==> src/rtl/ncss_regs.vh <==
`ifndef NCSS_REGS_VH
`define NCSS_REGS_VH

// ********************
// Register offsets
// ********************
`define NCSS_OFF_OP_SRC 8'h00
`define NCSS_OFF_SPD_SRC 8'h04
`define NCSS_OFF_PARAM_WR 8'h08
`define NCSS_OFF_OP_MODE 8'h0C
`define NCSS_OFF_STATUS 8'h10
`define NCSS_OFF_ACTIVE 8'h14
`define NCSS_OFF_TFS_BASE 8'h20
`define NCSS_OFF_TFS_LAST 8'h38

// ********************
// Reset values
// ********************
`define NCSS_RST_OP_SRC 1'h0
`define NCSS_RST_SPD_SRC 2'h0
`define NCSS_RST_PARAM_WR 2'h0
`define NCSS_RST_OP_MODE 4'h0
`define NCSS_RST_TFS 7'h00

// ********************
// Setting values
// ********************
`define NCSS_PW_RUN_WRITE 2'h2
`define NCSS_OPMODE_PU_IL 4'h7
`define NCSS_SRC_NONE 2'h0
`define NCSS_SRC_TERM 2'h1
`define NCSS_SRC_COMM 2'h2
`define NCSS_SRC_BOTH 2'h3
`define NCSS_RESP_OKAY 2'h0
`define NCSS_RESP_SLVERR 2'h2

// ********************
// Function codes
// ********************
`define NCSS_FC_TERM4 7'h04
`define NCSS_FC_THERMAL 7'h07
`define NCSS_FC_SPEED15 7'h08
`define NCSS_FC_RUN_EN 7'h0A
`define NCSS_FC_PU_IL 7'h0C
`define NCSS_FC_PID 7'h0E
`define NCSS_FC_BRAKE 7'h0F
`define NCSS_FC_PU_EXT 7'h10
`define NCSS_FC_VF 7'h12
`define NCSS_FC_OUT_STOP 7'h18
`define NCSS_FC_FWD 7'h3C
`define NCSS_FC_REV 7'h3D
`define NCSS_FC_CLEAR 7'h3E
`define NCSS_FC_PU_COMMS 7'h41
`define NCSS_FC_EXT_COMMS 7'h42
`define NCSS_FC_SRC_SW 7'h43

// ********************
// Function bit positions
// ********************
`define NCSS_IX_TERM4 0
`define NCSS_IX_THERMAL 1
`define NCSS_IX_SPEED15 2
`define NCSS_IX_RUN_EN 3
`define NCSS_IX_PU_IL 4
`define NCSS_IX_PID 5
`define NCSS_IX_BRAKE 6
`define NCSS_IX_PU_EXT 7
`define NCSS_IX_VF 8
`define NCSS_IX_OUT_STOP 9
`define NCSS_IX_FWD 10
`define NCSS_IX_REV 11
`define NCSS_IX_CLEAR 12
`define NCSS_IX_PU_COMMS 13
`define NCSS_IX_EXT_COMMS 14
`define NCSS_IX_SRC_SW 15

`define NCSS_NUM_FUNC 16
`define NCSS_NUM_TERM 7

`endif

==> src/rtl/ncss_top.v <==
// Behaviour
// - Safety and mode functions come from terminals only
// - Run, brake, V/F follow operation source
// - Multi-speed and PID follow speed source only
// - Terminal-4 select combined when speed source external
// - Output stop combined/terminal; interlock in mode 7
// - Each function: terminal, comms, combined or invalid
// - Run-time source writes allowed when write setting 2
// - Old sources stay in force until stopped
// - Source switch steers start and speed sources
// - Code 67 on any terminal assigns switch
// - Switch assigned and off forces terminal sources
// - Otherwise, in network mode, sources follow the two source settings
// - Switch state change applied only while stopped
// - Comms reset always ignored, whatever the switch state
`timescale 1ns/1ps
`default_nettype none
`include "ncss_regs.vh"

module ncss_top (
  input wire i_clk, // 200 MHz control clock
  input wire i_sys_rst, // Synchronous reset, high
  input wire [6:0] i_term, // Control terminal pins
  input wire [15:0] i_comms_cmd, // Comms commands, per function bit
  input wire i_running, // Drive running, same clock
  input wire i_net_mode, // Network operation mode, same clock
  output reg [15:0] o_func_active, // Accepted function commands
  output reg o_op_src_eff, // Effective op source, 1 = terminal
  output reg [1:0] o_spd_src_eff, // Effective speed source
  input wire [7:0] i_s_axi_awaddr, // AXI write address
  input wire i_s_axi_awvalid, // AXI write address valid
  output reg o_s_axi_awready, // AXI write address ready
  input wire [31:0] i_s_axi_wdata, // AXI write data
  input wire [3:0] i_s_axi_wstrb, // AXI write strobes
  input wire i_s_axi_wvalid, // AXI write data valid
  output reg o_s_axi_wready, // AXI write data ready
  output reg [1:0] o_s_axi_bresp, // AXI write response
  output reg o_s_axi_bvalid, // AXI write response valid
  input wire i_s_axi_bready, // AXI write response ready
  input wire [7:0] i_s_axi_araddr, // AXI read address
  input wire i_s_axi_arvalid, // AXI read address valid
  output reg o_s_axi_arready, // AXI read address ready
  output reg [31:0] o_s_axi_rdata, // AXI read data
  output reg [1:0] o_s_axi_rresp, // AXI read response
  output reg o_s_axi_rvalid, // AXI read valid
  input wire i_s_axi_rready // AXI read ready
);

  // ********************
  // Functions
  // ********************
  function [6:0] code_of;
    input [3:0] ix;
    begin
      case (ix)
        `NCSS_IX_TERM4: code_of = `NCSS_FC_TERM4;
        `NCSS_IX_THERMAL: code_of = `NCSS_FC_THERMAL;
        `NCSS_IX_SPEED15: code_of = `NCSS_FC_SPEED15;
        `NCSS_IX_RUN_EN: code_of = `NCSS_FC_RUN_EN;
        `NCSS_IX_PU_IL: code_of = `NCSS_FC_PU_IL;
        `NCSS_IX_PID: code_of = `NCSS_FC_PID;
        `NCSS_IX_BRAKE: code_of = `NCSS_FC_BRAKE;
        `NCSS_IX_PU_EXT: code_of = `NCSS_FC_PU_EXT;
        `NCSS_IX_VF: code_of = `NCSS_FC_VF;
        `NCSS_IX_OUT_STOP: code_of = `NCSS_FC_OUT_STOP;
        `NCSS_IX_FWD: code_of = `NCSS_FC_FWD;
        `NCSS_IX_REV: code_of = `NCSS_FC_REV;
        `NCSS_IX_CLEAR: code_of = `NCSS_FC_CLEAR;
        `NCSS_IX_PU_COMMS: code_of = `NCSS_FC_PU_COMMS;
        `NCSS_IX_EXT_COMMS: code_of = `NCSS_FC_EXT_COMMS;
        default: code_of = `NCSS_FC_SRC_SW;
      endcase
    end
  endfunction

  // Source for one function given effective settings
  function [1:0] src_of;
    input [3:0] ix;
    input op;
    input [1:0] spd;
    input mode7;
    begin
      case (ix)
        `NCSS_IX_FWD, `NCSS_IX_REV, `NCSS_IX_BRAKE, `NCSS_IX_VF: begin
          src_of = op ? `NCSS_SRC_TERM : `NCSS_SRC_COMM;
        end
        `NCSS_IX_SPEED15, `NCSS_IX_PID: src_of = (spd == 2'h0) ? `NCSS_SRC_COMM : `NCSS_SRC_TERM;
        `NCSS_IX_TERM4: src_of = (spd == 2'h0) ? `NCSS_SRC_NONE : `NCSS_SRC_BOTH;
        `NCSS_IX_OUT_STOP: src_of = mode7 ? `NCSS_SRC_NONE : (op ? `NCSS_SRC_TERM : `NCSS_SRC_BOTH);
        default: src_of = `NCSS_SRC_TERM;
      endcase
    end
  endfunction

  // Maps an address to a terminal slot, 4'hF when not a slot
  function [3:0] slot_of;
    input [7:0] addr;
    reg [7:0] rel;
    begin
      rel = addr - `NCSS_OFF_TFS_BASE;
      if (addr >= `NCSS_OFF_TFS_BASE && addr <= `NCSS_OFF_TFS_LAST && addr[1:0] == 2'h0) begin
        slot_of = {1'b0, rel[4:2]};
      end else begin
        slot_of = 4'hF;
      end
    end
  endfunction

  // ********************
  // Terminal synchronisers
  // ********************
  reg [6:0] term_s1;
  reg [6:0] term_s2;
  reg [6:0] term_s3;
  reg [6:0] term_lvl;

  // A change counts only once stages two and three agree
  always @(posedge i_clk) begin
    if (i_sys_rst) begin
      term_s1 <= 7'h00;
      term_s2 <= 7'h00;
      term_s3 <= 7'h00;
      term_lvl <= 7'h00;
    end else begin
      term_s1 <= i_term;
      term_s2 <= term_s1;
      term_s3 <= term_s2;
      term_lvl <= (term_s2 & term_s3) | (term_lvl & (term_s2 | term_s3));
    end
  end

  // ********************
  // Settings
  // ********************
  reg op_src;
  reg [1:0] spd_src;
  reg [1:0] param_wr;
  reg [3:0] op_mode;
  reg [6:0] tfs [0:6];
  reg lat_op;
  reg [1:0] lat_spd;
  reg lat_sw;

  // ********************
  // Function routing
  // ********************
  reg [15:0] term_hit;
  reg sw_assigned;
  reg il_assigned;
  reg eff_op;
  reg [1:0] eff_spd;
  reg mode7;
  reg [15:0] next_active;
  integer fi;
  integer ti;
  integer ai;
  integer ri;

  always @* begin
    term_hit = 16'h0000;
    sw_assigned = 1'b0;
    il_assigned = 1'b0;
    for (ti = 0; ti < `NCSS_NUM_TERM; ti = ti + 1) begin
      if (tfs[ti] == `NCSS_FC_SRC_SW) begin
        sw_assigned = 1'b1;
      end
      if (tfs[ti] == `NCSS_FC_PU_IL) begin
        il_assigned = 1'b1;
      end
      for (fi = 0; fi < `NCSS_NUM_FUNC; fi = fi + 1) begin
        if (tfs[ti] == code_of(fi[3:0]) && term_lvl[ti]) begin
          term_hit[fi] = 1'b1;
        end
      end
    end
  end

  // Outside network mode terminal sources are forced; terminal-4 select still takes comms too
  always @* begin
    if (!i_net_mode || (sw_assigned && !lat_sw)) begin
      eff_op = 1'b1;
      eff_spd = 2'h1;
    end else begin
      eff_op = lat_op;
      eff_spd = lat_spd;
    end
    mode7 = (op_mode == `NCSS_OPMODE_PU_IL);
    next_active = 16'h0000;
    for (ai = 0; ai < `NCSS_NUM_FUNC; ai = ai + 1) begin
      next_active[ai] = (src_of(ai[3:0], eff_op, eff_spd, mode7) == `NCSS_SRC_BOTH) ?
                        (term_hit[ai] | i_comms_cmd[ai]) :
                        (src_of(ai[3:0], eff_op, eff_spd, mode7) == `NCSS_SRC_TERM) ? term_hit[ai] :
                        (src_of(ai[3:0], eff_op, eff_spd, mode7) == `NCSS_SRC_COMM) ? i_comms_cmd[ai] :
                        1'b0;
    end
    if (mode7 && !il_assigned && term_hit[`NCSS_IX_OUT_STOP]) begin
      next_active[`NCSS_IX_PU_IL] = 1'b1;
    end
  end

  always @(posedge i_clk) begin
    if (i_sys_rst) begin
      o_func_active <= 16'h0000;
      o_op_src_eff <= 1'b1;
      o_spd_src_eff <= 2'h1;
    end else begin
      o_func_active <= next_active;
      o_op_src_eff <= eff_op;
      o_spd_src_eff <= eff_spd;
    end
  end

  // ********************
  // Stop-time latching
  // ********************
  // Source and switch changes during a run wait for the stop
  always @(posedge i_clk) begin
    if (i_sys_rst) begin
      lat_op <= `NCSS_RST_OP_SRC;
      lat_spd <= `NCSS_RST_SPD_SRC;
      lat_sw <= 1'b0;
    end else if (!i_running) begin
      lat_op <= op_src;
      lat_spd <= spd_src;
      lat_sw <= term_hit[`NCSS_IX_SRC_SW];
    end
  end

  // ********************
  // AXI4-Lite write
  // ********************
  reg aw_got;
  reg w_got;
  reg [7:0] aw_addr;
  reg [31:0] w_data;
  reg [3:0] w_strb;
  reg [3:0] wslot;
  reg src_locked;

  always @* begin
    wslot = slot_of(aw_addr);
    src_locked = i_running && (param_wr != `NCSS_PW_RUN_WRITE);
  end

  always @(posedge i_clk) begin
    if (i_sys_rst) begin
      aw_got <= 1'b0;
      w_got <= 1'b0;
      aw_addr <= 8'h00;
      w_data <= 32'h0000_0000;
      w_strb <= 4'h0;
      o_s_axi_awready <= 1'b1;
      o_s_axi_wready <= 1'b1;
      o_s_axi_bvalid <= 1'b0;
      o_s_axi_bresp <= `NCSS_RESP_OKAY;
      op_src <= `NCSS_RST_OP_SRC;
      spd_src <= `NCSS_RST_SPD_SRC;
      param_wr <= `NCSS_RST_PARAM_WR;
      op_mode <= `NCSS_RST_OP_MODE;
      for (ri = 0; ri < `NCSS_NUM_TERM; ri = ri + 1) begin
        tfs[ri] <= `NCSS_RST_TFS;
      end
    end else begin
      if (i_s_axi_awvalid && o_s_axi_awready) begin
        aw_addr <= i_s_axi_awaddr;
        aw_got <= 1'b1;
        o_s_axi_awready <= 1'b0;
      end
      if (i_s_axi_wvalid && o_s_axi_wready) begin
        w_data <= i_s_axi_wdata;
        w_strb <= i_s_axi_wstrb;
        w_got <= 1'b1;
        o_s_axi_wready <= 1'b0;
      end
      if (aw_got && w_got && !o_s_axi_bvalid) begin
        aw_got <= 1'b0;
        w_got <= 1'b0;
        o_s_axi_bvalid <= 1'b1;
        o_s_axi_bresp <= `NCSS_RESP_OKAY;
        // All fields sit in byte lane 0
        if (aw_addr == `NCSS_OFF_OP_SRC || aw_addr == `NCSS_OFF_SPD_SRC) begin
          if (src_locked) begin
            o_s_axi_bresp <= `NCSS_RESP_SLVERR;
          end else if (w_strb[0] && aw_addr == `NCSS_OFF_OP_SRC) begin
            op_src <= w_data[0];
          end else if (w_strb[0]) begin
            spd_src <= w_data[1:0];
          end
        end else if (aw_addr == `NCSS_OFF_PARAM_WR) begin
          if (w_strb[0]) begin
            param_wr <= w_data[1:0];
          end
        end else if (aw_addr == `NCSS_OFF_OP_MODE) begin
          if (w_strb[0]) begin
            op_mode <= w_data[3:0];
          end
        end else if (wslot != 4'hF) begin
          if (w_strb[0]) begin
            tfs[wslot[2:0]] <= w_data[6:0];
          end
        end else if (aw_addr == `NCSS_OFF_STATUS || aw_addr == `NCSS_OFF_ACTIVE) begin
          o_s_axi_bresp <= `NCSS_RESP_OKAY;
        end else begin
          o_s_axi_bresp <= `NCSS_RESP_SLVERR;
        end
      end
      if (o_s_axi_bvalid && i_s_axi_bready) begin
        o_s_axi_bvalid <= 1'b0;
        o_s_axi_awready <= 1'b1;
        o_s_axi_wready <= 1'b1;
      end
    end
  end

  // ********************
  // AXI4-Lite read
  // ********************
  reg [31:0] rd_data;
  reg rd_err;
  reg [3:0] rslot;

  always @* begin
    rd_data = 32'h0000_0000;
    rd_err = 1'b0;
    rslot = slot_of(i_s_axi_araddr);
    if (i_s_axi_araddr == `NCSS_OFF_OP_SRC) begin
      rd_data[0] = op_src;
    end else if (i_s_axi_araddr == `NCSS_OFF_SPD_SRC) begin
      rd_data[1:0] = spd_src;
    end else if (i_s_axi_araddr == `NCSS_OFF_PARAM_WR) begin
      rd_data[1:0] = param_wr;
    end else if (i_s_axi_araddr == `NCSS_OFF_OP_MODE) begin
      rd_data[3:0] = op_mode;
    end else if (i_s_axi_araddr == `NCSS_OFF_STATUS) begin
      rd_data[5:0] = {il_assigned, sw_assigned, lat_sw, o_spd_src_eff, o_op_src_eff};
    end else if (i_s_axi_araddr == `NCSS_OFF_ACTIVE) begin
      rd_data[15:0] = o_func_active;
    end else if (rslot != 4'hF) begin
      rd_data[6:0] = tfs[rslot[2:0]];
    end else begin
      rd_err = 1'b1;
    end
  end

  always @(posedge i_clk) begin
    if (i_sys_rst) begin
      o_s_axi_arready <= 1'b1;
      o_s_axi_rvalid <= 1'b0;
      o_s_axi_rdata <= 32'h0000_0000;
      o_s_axi_rresp <= `NCSS_RESP_OKAY;
    end else begin
      if (i_s_axi_arvalid && o_s_axi_arready) begin
        o_s_axi_arready <= 1'b0;
        o_s_axi_rvalid <= 1'b1;
        o_s_axi_rdata <= rd_data;
        o_s_axi_rresp <= rd_err ? `NCSS_RESP_SLVERR : `NCSS_RESP_OKAY;
      end else if (o_s_axi_rvalid && i_s_axi_rready) begin
        o_s_axi_rvalid <= 1'b0;
        o_s_axi_arready <= 1'b1;
      end
    end
  end

endmodule
`default_nettype wire

==> config.mk <==
export PLATFORM = sky130hd
export DESIGN_NAME = ncss_top
export DESIGN_NICKNAME = d
export VERILOG_FILES = /design/src/rtl/ncss_top.v
export VERILOG_INCLUDE_DIRS = /design/src /design/src/rtl
export SDC_FILE = /design/constraint.sdc
export NUM_CORES = 1
export LEC_CHECK = 0
export BUFFER_PORTS_ARGS = -buffer_cell sky130_fd_sc_hd__buf_2
export CAP_MARGIN = 20
export CORE_ASPECT_RATIO = 0.7
export CORE_MARGIN = 10
export CORE_UTILIZATION = 50
export DETAILED_ROUTE_END_ITERATION = 16
export GPL_TIMING_DRIVEN = 0
export PLACE_DENSITY = 0.84
export SLEW_MARGIN = 20
export SYNTH_ARGS = -nofsm -noshare
export SYNTH_HDL_FRONTEND = slang
export SYNTH_SLANG_ARGS = --single-unit
==> constraint.sdc <==
create_clock -name i_clk -period 4.4 [get_ports i_clk]
set_input_delay 0.44 -clock i_clk [delete_from_list [all_inputs] [get_ports i_clk]]
set_output_delay 0.44 -clock i_clk [all_outputs]
set_load 0.01 [all_outputs]
==> results.toml <==
[clocking]
clkLatencyLatePin_ns = 0.45
root_buffer = "clkbuf_16"
cts_hold_buf = 0
cts_buffer_depth = 2
clk_pin_slew_ns = 0.07
cts_buffers = 17
cts_tree = "done"
clkSinkCount = 155
ctsHtreeMaxLevel = 4
cts.repair.resized = 0
cts_setup_buffers = 0

[detailed_routing]
via_count = 8208
routed_wl_um = 31800
first_iter_violations = 1085
drt-pass1-iter-count = 5
drtAntennaViolNets = 0
drc = 0
post_drt_wl_per_cell_um = 24.8
vias_per_cell = 6.40

[cells_and_area]
nNetsFinal = 1154
diodes = 0
syn_to_final_growth_pct = 17.0
stdcell_area_mm2 = 0.00943
drive_above_1_share = 0.154

[floorplan]
pin_count = 144
die_h_um = 126
fp-row-count = 38
start_util = 0.516
dieWidth_um = 172
die_area_mm2 = 0.0217
core_area_mm2 = 0.0156

[pwr]
ir_drop_mv = 0.367
powerDensity_mw_per_mm2 = 356
p_leak_nw = 3.52
finalPower_mw = 3.36

[synth]
synth.top_cell.area_share = 0.268
ys_warn_count = 0
syn_area_mm2 = 0.00806
ys_seq_area_frac = 0.443
synth_seq_cells = 155
synth-edff-count = 47
yosys.area.top_type = "dfxtp_1"
ys.flop_type = "dfxtp_1"
synthTopCellsByArea = "dfxtp_1 27%, edfxtp_1 18%, nor2_1 5.8%"
synth_common_cells = "124 x nor2_1, 108 x dfxtp_1, 94 x nand2_1, 54 x a21oi_1, 51 x nand3_1"
ys_types = 69
avgSynthCellArea_um2 = 8.54
yosysMostFrequentCell = "nor2_1"
netlist_instances = 944
async_flop_share = 0

[timing]
tns_ns = 0
layout_setup_ws_ns = 1.70
rsz0062_at_grt = "false"
worst_pin_slew_ns = 1.11
finalSetupViolCount = 0
hold_viol = 0
timing.final.max_slew_violations = 0
whs_ns = 0.212
max_freq_ghz = 0.371
min_period_ns = 2.70
fin_crit_sh = 0.613
slew_headroom = 0.248
fin_skew_ns = 0.0174

[critical_path]
worstPathMaxFanout = 9
critical_path_required_ns = 4.74
path_class = "flop to flop"
path_buf_inv = 1
start_kind = "flop"
crit_arrival_ns = 3.04
endpoint_kind = "flop"
critical_path.top_delay_family = "simple AND/OR/NAND/NOR gates"
crit_chain = "clkbuf_1, nor2_1, nand2_1, o31ai_1, nor4_1, nand3b_1, a41oi_1"
slowest_delay_ns = 0.78
slowest_stage = "nor4_1"

[grt]
grt_pass1_wl_um = 46700
grt_max_degree = 18
grt_usage = 0.287
antenna_found_initial = 0
grt_pass1_vias = 7483
grt_overflow = 0

[placement]
dp_slack_ns = 1.65
io_buffers = 85
dp.final_hpwl_um = 24500
gp_congestion = 1.04
placed_area_mm2 = 0.00883

[outcome]
status = "completed"

[job]
cap_violations = 0

[hold_path]
worst_hold_path_type = "input port to flop"
==> final timing paths <==
path	depth (start not counted)	startpoint	slack, ns	end
setup / recovery	7	tfs[2][1]$_SDFFCE_PN0P_	1.70	o_func_active[4]$_SDFF_PP0_
hold / removal	2	i_term[0]	0.21	term_s1[0]$_SDFF_PP0_
setup reg to reg	7	tfs[2][1]$_SDFFCE_PN0P_	1.70	o_func_active[4]$_SDFF_PP0_
hold reg to reg	1	term_s1[5]$_SDFF_PP0_	0.45	term_s2[5]$_SDFF_PP0_
==> through the flow <==
| stage | util | std cells |
|---|---|---|
| 5_1_grt | 0.603 | 1283 |
| 3_3_place_gp | 0.564 | 1251 |
| 6_report | 0.603 | 1283 |
| 3_5_place_dp | 0.564 | 1251 |
| 4_1_cts | 0.603 | 1283 |
| 2_1_floorplan | - | 966 |
==> power by group <==
part / total [mW] / switching [mW] / leakage [nW] / internal (mW)
Sequential: 1.56 / 0.0514 / 1.37 / 1.51
Clock: 1.50 / 0.712 / 0.293 / 0.793
Combinational: 0.289 / 0.195 / 1.86 / 0.0938
Total: 3.36 / 0.958 / 3.52 / 2.40
==> cell type report <==
| type | count | area (um2) |
|---|---|---|
| Inverter | 25 | 93.8 |
| Clock inverter | 13 | 144 |
| Buffer | 73 | 355 |
| Tap cell | 200 | 250 |
| Fill cell | 1394 | 6210 |
| Clock buffer | 19 | 454 |
| Timing Repair Buffer | 85 | 425 |
| Sequential cell | 155 | 3570 |
| Multi-Input combinational cell | 713 | 4140 |
==> layout by cell type, fill, tap and decap left out, types with 31 or more instances in the layout <==
master	count
nor2_1	124
dfxtp_1	108
nand2_1	94
buf_2	93
a21oi_1	54
nand3_1	51
edfxtp_1	47
clkbuf_1	42
nor2b_1	40
nor3_1	38
o21ai_0	31
==> per-layer routing <==
layer / vias to the layer above / global-route usage / routed length, um
li1: 3674 / - / -
met1: 3879 / 0.396 / 13200
met2: 578 / 0.422 / 13600
met3: 77 / 0.0724 / 3950
met4: 0 / 0.111 / 1040
met5: - / 0 / 0
==> kinds of logic (layout without fill, tap and decap cells) <==
family | count (synthesis) | count (layout) | share of synthesized area
other | 1 | 23 | 0.000465
DFF | 155 | 155 | 0.443
muxes | 32 | 32 | 0.0428
and+or+nand+nor | 476 | 476 | 0.308
buffers and inverters | 98 | 215 | 0.0557
AOI/OAI and AO/OA | 182 | 182 | 0.150
==> registers in the layout, summed over array words and instances (netlist names), 2 cells and up <==
| name | count |
|---|---|
| term_lvl | 7 |
| param_wr | 2 |
| tfs | 54 |
| lat_spd | 2 |
| o_func_active | 16 |
| term_s2 | 7 |
| term_s1 | 7 |
| term_s3 | 7 |
| op_mode | 4 |
| aw_addr | 8 |
| o_s_axi_rdata | 16 |
| o_spd_src_eff | 2 |
| w_data | 7 |
| spd_src | 2 |
Power figures use the tool's default switching activity.
